**src/include/rwd_pkg.sv**
```systemverilog
// package: constants shared by the runaway code watchdog files
package rwd_pkg;
  // register indexes; byte address is four times the index
  localparam logic [15:0] IDX_SERVICE = 16'hFFFF;
  localparam logic [15:0] IDX_CFG     = 16'h001F;
  localparam logic [15:0] IDX_CAUSE   = 16'h0020;
  localparam int          ADDR_W      = 18;

  // configuration register fields
  localparam int         CFG_DIS_BIT = 0;
  localparam int         CFG_PIN_BIT = 1;
  localparam int         CFG_RS_BIT  = 7;
  localparam logic [7:0] CFG_RST     = 8'h00;

  // reset cause register fields
  localparam int         CAUSE_WD_BIT   = 0;
  localparam int         CAUSE_PIN_BIT  = 1;
  localparam int         CAUSE_LOCK_BIT = 2;
  localparam logic [7:0] CAUSE_RST      = 8'h00;

  // counter structure and timing counts in oscillator cycles
  localparam int PRE_W       = 12;
  localparam int WD_W        = 6;
  localparam int SVC_KEEP    = 4;
  localparam int SHORT_TAP   = 7;
  localparam int PIN_LOW_CYC = 32;

  typedef enum logic {PIN_IDLE, PIN_DRIVE} rwd_pin_e;
endpackage

```
**src/core/rwd_sync.sv**
```systemverilog
// two flip-flop synchroniser for a level from outside the clock domain
`timescale 1ns/10ps
`default_nettype none
module rwd_sync (
  input  wire logic pclk,
  input  wire logic presetn,
  input  wire logic ce,
  input  wire logic din,
  output logic      dout
);
  logic meta_r;

  always_ff @(posedge pclk or negedge presetn)
  begin
    if (!presetn)
    begin
      meta_r <= 1'b0;
      dout   <= 1'b0;
    end
    else if (ce)
    begin
      meta_r <= din;
      dout   <= meta_r;
    end
  end
endmodule // rwd_sync
`default_nettype wire

```
**src/core/rwd_pin_drive.sv**
```systemverilog
// timer that holds the open-drain reset pin low for a fixed count
`timescale 1ns/10ps
`default_nettype none
module rwd_pin_drive #(
  parameter int LOW_CYC = rwd_pkg::PIN_LOW_CYC
) (
  input  wire logic pclk,
  input  wire logic presetn,
  input  wire logic ce,
  input  wire logic start,
  output logic      oe
);
  localparam int CW = $clog2(LOW_CYC + 1);
  localparam logic [CW-1:0] LAST = CW'(LOW_CYC - 1);

  if (LOW_CYC < 1)
  begin : g_bad
    $error("rwd_pin_drive: LOW_CYC must be at least 1");
  end

  rwd_pkg::rwd_pin_e st_r;
  rwd_pkg::rwd_pin_e st_nxt;
  logic [CW-1:0]     cnt_r;
  logic [CW-1:0]     cnt_nxt;

  assign oe = (st_r == rwd_pkg::PIN_DRIVE);

  always_comb
  begin
    st_nxt  = st_r;
    cnt_nxt = cnt_r;
    unique case (st_r)
      rwd_pkg::PIN_IDLE:
      begin
        // a second start while driving is absorbed
        if (start)
        begin
          st_nxt  = rwd_pkg::PIN_DRIVE;
          cnt_nxt = '0;
        end
      end
      rwd_pkg::PIN_DRIVE:
      begin
        if (cnt_r == LAST)
          st_nxt = rwd_pkg::PIN_IDLE;
        else
          cnt_nxt = cnt_r + CW'(1);
      end
    endcase
  end

  always_ff @(posedge pclk or negedge presetn)
  begin
    if (!presetn)
    begin
      st_r  <= rwd_pkg::PIN_IDLE;
      cnt_r <= '0;
    end
    else if (ce)
    begin
      st_r  <= st_nxt;
      cnt_r <= cnt_nxt;
    end
  end
endmodule // rwd_pin_drive
`default_nettype wire

```
**src/core/rwd_watchdog.sv**
```systemverilog
// runaway code watchdog: prescaler, watchdog counter and APB registers
//
// Chosen here: register access over APB.
`timescale 1ns/10ps
`default_nettype none
// Operation
// - 6-bit free-running watchdog counter fed by 12-bit prescaler on oscillator clock.
// - unserviced overflow resets system after 262,128 or 8176 cycles per rate select.
// - any write to service address clears watchdog counter and prescaler stages 12-5.
// - each service write starts a fresh timeout, shortened by the value left in prescaler stages 4-1.
// - reading service address returns reset vector low byte.
// - watchdog reset drives reset pin low 32 cycles if pin function enabled.
// - watchdog reset sets the watchdog cause flag.
// - stop instruction clears the prescaler.
// - after power-up prescaler is cleared once 4096 cycles have passed.
// - internal reset clears prescaler and watchdog counter.
// - disable and rate select follow the write-once configuration register.
// - disable bit 1 turns watchdog off; 0 enables it.
// - rate select 1 picks 8176 cycles, 0 picks 262,128 cycles.
// - no interrupt request; timeout only resets.
// - disabled in monitor mode with test voltage on interrupt pin.
// - keeps counting in wait mode and still resets there.
// - stop mode gates the watchdog clock and clears the prescaler.
// - disabled during break in monitor mode when break disable bit set.
module rwd_watchdog #(
  parameter int         PRE_W        = rwd_pkg::PRE_W,
  parameter int         WD_W         = rwd_pkg::WD_W,
  parameter logic [7:0] RESET_VEC_LO = 8'h00
) (
  input  wire logic                       pclk,
  input  wire logic                       presetn,
  input  wire logic                       ce,
  input  wire logic                       psel,
  input  wire logic                       penable,
  input  wire logic                       pwrite,
  input  wire logic [rwd_pkg::ADDR_W-1:0] paddr,
  input  wire logic [31:0]                pwdata,
  output logic      [31:0]                prdata,
  output logic                            pready,
  output logic                            pslverr,
  input  wire logic                       stop_instr,
  input  wire logic                       stop_mode,
  input  wire logic                       monitor_mode,
  input  wire logic                       test_mode_voltage,
  input  wire logic                       break_active,
  input  wire logic                       break_watchdog_disable,
  input  wire logic                       internal_reset,
  input  wire logic                       rst_pin_in,
  output logic                            rst_pin_out,
  output logic                            rst_pin_oe,
  output logic                            watchdog_reset
);
  localparam int KEEP = rwd_pkg::SVC_KEEP;
  localparam int TAP  = rwd_pkg::SHORT_TAP;
  localparam int HI_W = PRE_W - KEEP;

  if (PRE_W <= TAP || TAP <= KEEP || WD_W < 1)
  begin : g_bad
    $error("rwd_watchdog: PRE_W must exceed SHORT_TAP and WD_W be at least 1");
  end

  // bus decode
  logic [15:0] idx;
  logic        setup;
  logic        acc;
  logic        hit_svc;
  logic        hit_cfg;
  logic        hit_cause;
  logic        hit_any;
  logic        svc_wr;
  logic        cfg_wr;
  logic        cause_rd;
  logic [7:0]  rd_byte;

  // register state
  logic [7:0]  cfg_r;
  logic [7:0]  cfg_nxt;
  logic        lock_r;
  logic        lock_nxt;
  logic        cause_wd_r;
  logic        cause_wd_nxt;
  logic [7:0]  cause_byte;
  logic [31:0] prdata_nxt;
  logic        pslverr_nxt;
  logic        ld_r;
  logic        ld_nxt;

  // counters
  logic [PRE_W-1:0] pre_r;
  logic [PRE_W-1:0] pre_nxt;
  logic [WD_W-1:0]  wd_r;
  logic [WD_W-1:0]  wd_nxt;
  logic             por_pend_r;
  logic             por_pend_nxt;
  logic             wd_reset_nxt;

  // mode and gating terms
  logic tst_s;
  logic pin_s;
  logic dis;
  logic rate_short;
  logic pin_en;
  logic en;
  logic run;
  logic clr;
  logic pre_clr;
  logic tick;
  logic hi_ones;
  logic ovf;

  rwd_sync u_tst_sync (
    .pclk    (pclk),
    .presetn (presetn),
    .ce      (ce),
    .din     (test_mode_voltage),
    .dout    (tst_s)
  );

  rwd_sync u_pin_sync (
    .pclk    (pclk),
    .presetn (presetn),
    .ce      (ce),
    .din     (rst_pin_in),
    .dout    (pin_s)
  );

  // read data is latched once per transfer; a setup edge lost to a low
  // clock enable costs one wait state instead of handing back stale data
  assign pready    = ce & ld_r;
  assign idx       = paddr[rwd_pkg::ADDR_W-1:2];
  assign setup     = psel & ce & ~ld_r;
  assign acc       = psel & penable & ce & ld_r;
  assign ld_nxt    = psel & ~acc;
  assign hit_svc   = (idx == rwd_pkg::IDX_SERVICE);
  assign hit_cfg   = (idx == rwd_pkg::IDX_CFG);
  assign hit_cause = (idx == rwd_pkg::IDX_CAUSE);
  assign hit_any   = hit_svc | hit_cfg | hit_cause;
  assign svc_wr    = acc & pwrite & hit_svc;
  assign cfg_wr    = acc & pwrite & hit_cfg & ~lock_r;
  assign cause_rd  = acc & ~pwrite & hit_cause;

  assign cause_byte = {5'h00, lock_r, pin_s, cause_wd_r};

  // service location aliases the vector byte, never counter state
  assign rd_byte = hit_svc   ? RESET_VEC_LO :
                   hit_cfg   ? cfg_r :
                   hit_cause ? cause_byte :
                   8'h00;

  // loaded before the access completes, so it stands through it
  assign prdata_nxt  = (setup & ~pwrite) ? {24'h000000, rd_byte} : prdata;
  assign pslverr_nxt = setup ? ~hit_any : pslverr;

  // later writes to the locked configuration are silently dropped
  assign cfg_nxt  = cfg_wr ? pwdata[7:0] : cfg_r;
  assign lock_nxt = lock_r | (acc & pwrite & hit_cfg);

  assign dis        = cfg_r[rwd_pkg::CFG_DIS_BIT];
  assign rate_short = cfg_r[rwd_pkg::CFG_RS_BIT];
  assign pin_en     = cfg_r[rwd_pkg::CFG_PIN_BIT];

  // wait mode has no input: counting simply goes on
  assign en = ~dis
              & ~(monitor_mode & tst_s)
              & ~(monitor_mode & break_active & break_watchdog_disable);

  // stop gates the oscillator into the watchdog
  assign run = en & ~por_pend_r & ~stop_mode;

  // overflow feeds back as an internal reset of the counters
  assign clr     = internal_reset | ovf;
  assign pre_clr = clr | stop_instr | stop_mode | (por_pend_r & (&pre_r));

  // tap for the watchdog clock: top stage or the short-rate stage
  assign tick = rate_short ? (&pre_r[TAP-1:0]) : (&pre_r);

  // last stretch ends when the service-cleared upper stages are all ones
  assign hi_ones = rate_short ? (&pre_r[TAP-1:KEEP]) : (&pre_r[PRE_W-1:KEEP]);
  assign ovf     = run & (&wd_r) & hi_ones;

  // low stages keep running across a service, so the period
  // shortens by their value at the write
  always_comb
  begin
    if (pre_clr)
      pre_nxt = '0;
    else if (svc_wr)
      pre_nxt = {{HI_W{1'b0}}, pre_r[KEEP-1:0]};
    else
      pre_nxt = pre_r + PRE_W'(1);
  end

  always_comb
  begin
    if (clr | svc_wr | ~en)
      wd_nxt = '0;
    else if (run & tick)
      wd_nxt = wd_r + WD_W'(1);
    else
      wd_nxt = wd_r;
  end

  // the first prescaler wrap after power-up ends the settle phase
  assign por_pend_nxt = por_pend_r & ~(&pre_r);

  // the only action on timeout is a reset, never an interrupt
  assign wd_reset_nxt = ovf;

  // set wins over the clear on read
  assign cause_wd_nxt = watchdog_reset | (cause_wd_r & ~cause_rd);

  always_ff @(posedge pclk or negedge presetn)
  begin
    if (!presetn)
    begin
      cfg_r  <= rwd_pkg::CFG_RST;
      lock_r <= 1'b0;
    end
    else if (ce)
    begin
      cfg_r  <= cfg_nxt;
      lock_r <= lock_nxt;
    end
  end

  always_ff @(posedge pclk or negedge presetn)
  begin
    if (!presetn)
    begin
      prdata     <= 32'h00000000;
      pslverr    <= 1'b0;
      ld_r       <= 1'b0;
      cause_wd_r <= rwd_pkg::CAUSE_RST[rwd_pkg::CAUSE_WD_BIT];
    end
    else if (ce)
    begin
      prdata     <= prdata_nxt;
      pslverr    <= pslverr_nxt;
      ld_r       <= ld_nxt;
      cause_wd_r <= cause_wd_nxt;
    end
  end

  always_ff @(posedge pclk or negedge presetn)
  begin
    if (!presetn)
    begin
      pre_r          <= '0;
      wd_r           <= '0;
      por_pend_r     <= 1'b1;
      watchdog_reset <= 1'b0;
    end
    else if (ce)
    begin
      pre_r          <= pre_nxt;
      wd_r           <= wd_nxt;
      por_pend_r     <= por_pend_nxt;
      watchdog_reset <= wd_reset_nxt;
    end
  end

  // pin drive depends on the enable; the system reset does not
  rwd_pin_drive #(
    .LOW_CYC (rwd_pkg::PIN_LOW_CYC)
  ) u_pin (
    .pclk    (pclk),
    .presetn (presetn),
    .ce      (ce),
    .start   (ovf & pin_en),
    .oe      (rst_pin_oe)
  );

  // open drain: only ever pulls low
  assign rst_pin_out = 1'b0;
endmodule // rwd_watchdog
`default_nettype wire

```
**config.mk**
```make
export PLATFORM = sky130hd
export DESIGN_NAME = rwd_watchdog
export DESIGN_NICKNAME = d
export VERILOG_FILES = /design/src/include/rwd_pkg.sv /design/src/core/rwd_sync.sv /design/src/core/rwd_pin_drive.sv /design/src/core/rwd_watchdog.sv
export SDC_FILE = /design/constraint.sdc
export NUM_CORES = 1
export LEC_CHECK = 0
export ABC_AREA = 1
export BUFFER_PORTS_ARGS = -buffer_cell sky130_fd_sc_hd__clkbuf_2
export CAP_MARGIN = 0
export CORE_UTILIZATION = 54
export CTS_CLUSTER_DIAMETER = 40
export DETAILED_ROUTE_END_ITERATION = 10
export PLACE_DENSITY_LB_ADDON = 0.05
export SLEW_MARGIN = 0
export SYNTH_ARGS = -nofsm -noshare
export SYNTH_HDL_FRONTEND = slang
export SYNTH_SLANG_ARGS = --single-unit
```
**constraint.sdc**
```tcl
create_clock -name pclk -period 4.02 [get_ports pclk]
set_input_delay 0.201 -clock pclk [delete_from_list [all_inputs] [get_ports pclk]]
set_output_delay 0.201 -clock pclk [all_outputs]
set_load 0.1 [all_outputs]
```
==> key figures <==
Synth
  • Cell with the most instances after synthesis: nand2_1
  • FF+latch count, synth: 51
  • Share of the synthesized area in the top cell type: 43.4%
  • Post-synthesis sequential area ratio: 44.3%
  • Mapped Cells: 373
  • Post-synth cell types: 34
  • Number of enable flip-flop cells after synthesis: 0
  • Synth Flop Type: dfrtp_1
  • Synth top area cells: dfrtp_1 43%, nand2_1 15%, buf_4 6.8%
  • Synth async-reset ratio: 100%
  • Post-synth top cells: 113 x nand2_1, 50 x dfrtp_1, 40 x nor2_1, 32 x inv_1, 26 x buf_4
  • Synthesis Warnings: 0
  • Synthesized area per cell: just under 8 µm²
  • Synth Cell Area: slightly below 3000 µm²
  • Leading area contributor after synthesis: dfrtp_1

Flow run
  • Max cap viols: 0

Cells and area
  • FILL cells: 469
  • Final nets: between 400 and 500
  • Design area: ~3200 µm²
  • Share of post-route cells with drive strength above 1: a little under a fifth
  • Antenna diode count: 0
  • P&R area growth vs syn: 10.3%
  • Fin util: approximately 62%
  • Non-Filler Instances: 495

Route
  • Highest metal layer with signal wires: met4
  • Routed len/inst: ~11 µm
  • Routed length on met3: around 220 µm
  • Antenna Nets Post-Route: 0
  • Via count: between 2000 and 2500
  • TritonRoute pass-1 iters: 4
  • Wire length on met2: between 2 and 3 mm
  • DRT Wirelength: roughly 5.4 mm
  • Iteration-0 DRC Markers: 103
  • Vias/cell: ~4.8
  • Metal1 wirelength: 2.54 mm
  • DRC: 0

CTS
  • Reg clk slew, reported paths: roughly 0.090 ns
  • Root buf cell: clkbuf_8
  • Clock tree sinks: roughly 50
  • CTS tree: done
  • H-tree depth: 2
  • Hold-fix buffers at CTS: 0
  • CTS max path bufs: 2
  • Latest clock arrival within the worst-skew pair: roughly 0.3 ns
  • Resized cells post-CTS: 0
  • Setup Fix Bufs, Post-CTS: 0
  • Inserted Clock Buffers: 5

Timing
  • Fin crit share: between 40 and 50%
  • Slew margin rel.: a little under 60%
  • Slew @ Worst Pin: around 0.63 ns
  • Final setup viols: 0
  • Worst Clk Skew: a little under 0.008 ns
  • Max Clk Rate: between 0.5 and 0.6 GHz
  • Final setup margin: roughly 2.3 ns
  • Final min period: 1.74 ns
  • Final TNS setup: 0 ns
  • WHS: slightly above 0.006 ns
  • RSZ-0062 raised after global routing: false
  • Fin. max-slew vios: 0
  • Final Hold Viols: 0

Power and ir drop
  • Combinational fraction of design power: between 20% and 30%
  • P per Cell Area: approximately 330 nW/µm²
  • P_sw: between 0.3 and 0.4 mW
  • Clock network fraction of design power: a little over a quarter
  • Switching Fraction: a little over a third
  • Pint: just under 0.7 mW
  • LEAKAGE: roughly 1.7 nW
  • VDD IR max: about 160 µV
  • Final Power: between 1 and 1.5 mW
  • Sequential Power Share: between 50% and 60%

Global route
  • Largest net degree at the start of global routing: 52
  • Global-route wire length before repair: 8.81 mm
  • Global route overflow: 0
  • Vias in the first global route: ~2000
  • Total track usage: around a fifth
  • Initial antenna violation count: 0

Placed design
  • Port Buf Inserts: between 40 and 50
  • DP Area: roughly 3100 µm²
  • Post-Place Cells: 487
  • DP HPWL: 3.98 mm
  • Pre-CTS setup slack: approximately 2.2 ns
  • Routability Congestion: approximately 0.76

Critical path
  • CP Data Required Time: between 4 and 5 ns
  • Worst Setup End Kind: register
  • CP max-delay cell: dfrtp_1
  • Register-to-register setup slack: 2.28 ns
  • Crit-path leading delay family: simple AND/OR/NAND/NOR gates
  • CP cell instances: ha_1, nand3_1, nor2_1, nand2_1, nor2_2, nand2_2, o21ai_2, nand2_2, nand2_1, o21ai_2
  • CP Data Arrival Time: just under 2 ns
  • Largest stage delay on the critical path: approximately 0.4 ns
  • Crit path kind: register to register
  • Startpoint Class: register
  • Worst Path Buf+Inv: 0
  • Crit path max fanout: 13

Run status
  • Status: completed

Floorplanning
  • DIE AREA: 5630 µm²
  • I/O pin total: between 100 and 150
  • Initial core utilization: 56.4%
  • # rows: 26
  • Chip height: 75.1 µm
  • DIE WIDTH: about 75 µm
  • Core Area: between 5000 and 6000 µm²

Worst hold path
  • Worst Hold Class: input pin to async pin
## flip-flops by register name, summed over array words and instances (netlist names)
name,cells
por_pend_r,1
cfg_r,8
wd_r,6
u_pin.cnt_r,6
u_tst_sync.dout,1
u_pin.oe,1
watchdog_reset,1
ld_r,1
prdata,8
cause_wd_r,1
pre_r,12
pslverr,1
u_tst_sync.meta_r,1
u_pin_sync.dout,1
lock_r,1
u_pin_sync.meta_r,1
## cell families after synthesis
kind of cell | after synthesis | share of synthesized area (%)
AND/OR/NAND/NOR | 197 | 29.2
buffers and inverters | 63 | 11.9
flip-flops | 51 | 44.3
AO/OA/AOI/OAI | 45 | 9.21
XOR/XNOR | 13 | 3.95
adder cells (fa/ha/maj) | 3 | 1.30
other | 1 | 0.130
## routing by layer
metal,vias to the layer above,GRT usage [%]
li1,1235,-
met1,1081,26.6
met2,51,35.7
met3,5,4.15
met4,0,5.66
met5,-,0
## layout by cell type, fill, tap and decap left out, drive strengths merged
cell / synthesis / final
nand2: 118 / 118
clkbuf: 2 / 55
dfrtp: 50 / 50
nor2: 41 / 41
inv: 33 / 33
o21ai: 28 / 28
conb: 1 / 25
nand3: 20 / 20
xor2: 12 / 12
a21oi: 11 / 11
nand4: 9 / 9
or2: 3 / 3
ha: 3 / 3
nand3b: 2 / 2
o31ai: 2 / 2
nor3: 2 / 2
and3: 1 / 1
xnor2: 1 / 1
nor3b: 1 / 1
a31oi: 1 / 1
o21bai: 1 / 1
a31o: 1 / 1
o22ai: 1 / 1
clkinv: 0 / 1
clkinvlp: 0 / 1
buf: 28 / 1
dfstp: 1 / 1
## power by group through the flow
stage	Sequential, mW	Combinational (mW)	Clock, mW
floorplan	0.577	0.180	0
global placement	0.553	0.228	0
detailed placement	0.555	0.229	0
CTS	0.545	0.229	0.297
global route	0.547	0.245	0.319
finish	0.544	0.228	0.287
## final timing paths
kind,start,endpoint,cells past startpoint
worst max-delay path,wd_r[0]$_DFFE_PN0P_,u_pin.cnt_r[3]$_DFFE_PN0P_,10
worst min-delay path,presetn,ld_r$_DFFE_PN0P_,2
worst max register to register,wd_r[0]$_DFFE_PN0P_,u_pin.cnt_r[3]$_DFFE_PN0P_,10
worst min register to register,por_pend_r$_DFFE_PN1P_,por_pend_r$_DFFE_PN1P_,2
max in group asynchronous,presetn,pre_r[7]$_DFFE_PN0P_,2
min in group pclk,test_mode_voltage,u_tst_sync.meta_r$_DFFE_PN0P_,3
## final cells by class
class                           instances  area [µm²]  share of cell area [%]
Multi-Input combinational cell        283        1350                    42.5
Sequential cell                        51        1280                    40.2
Timing Repair Buffer                   50         253                    7.95
Inverter                               33         124                    3.90
Tap cell                               70        87.6                    2.76
Clock buffer                            6        72.6                    2.28
Clock inverter                          2        12.5                   0.394
No activity file was read; power rests on OpenSTA's default activity.
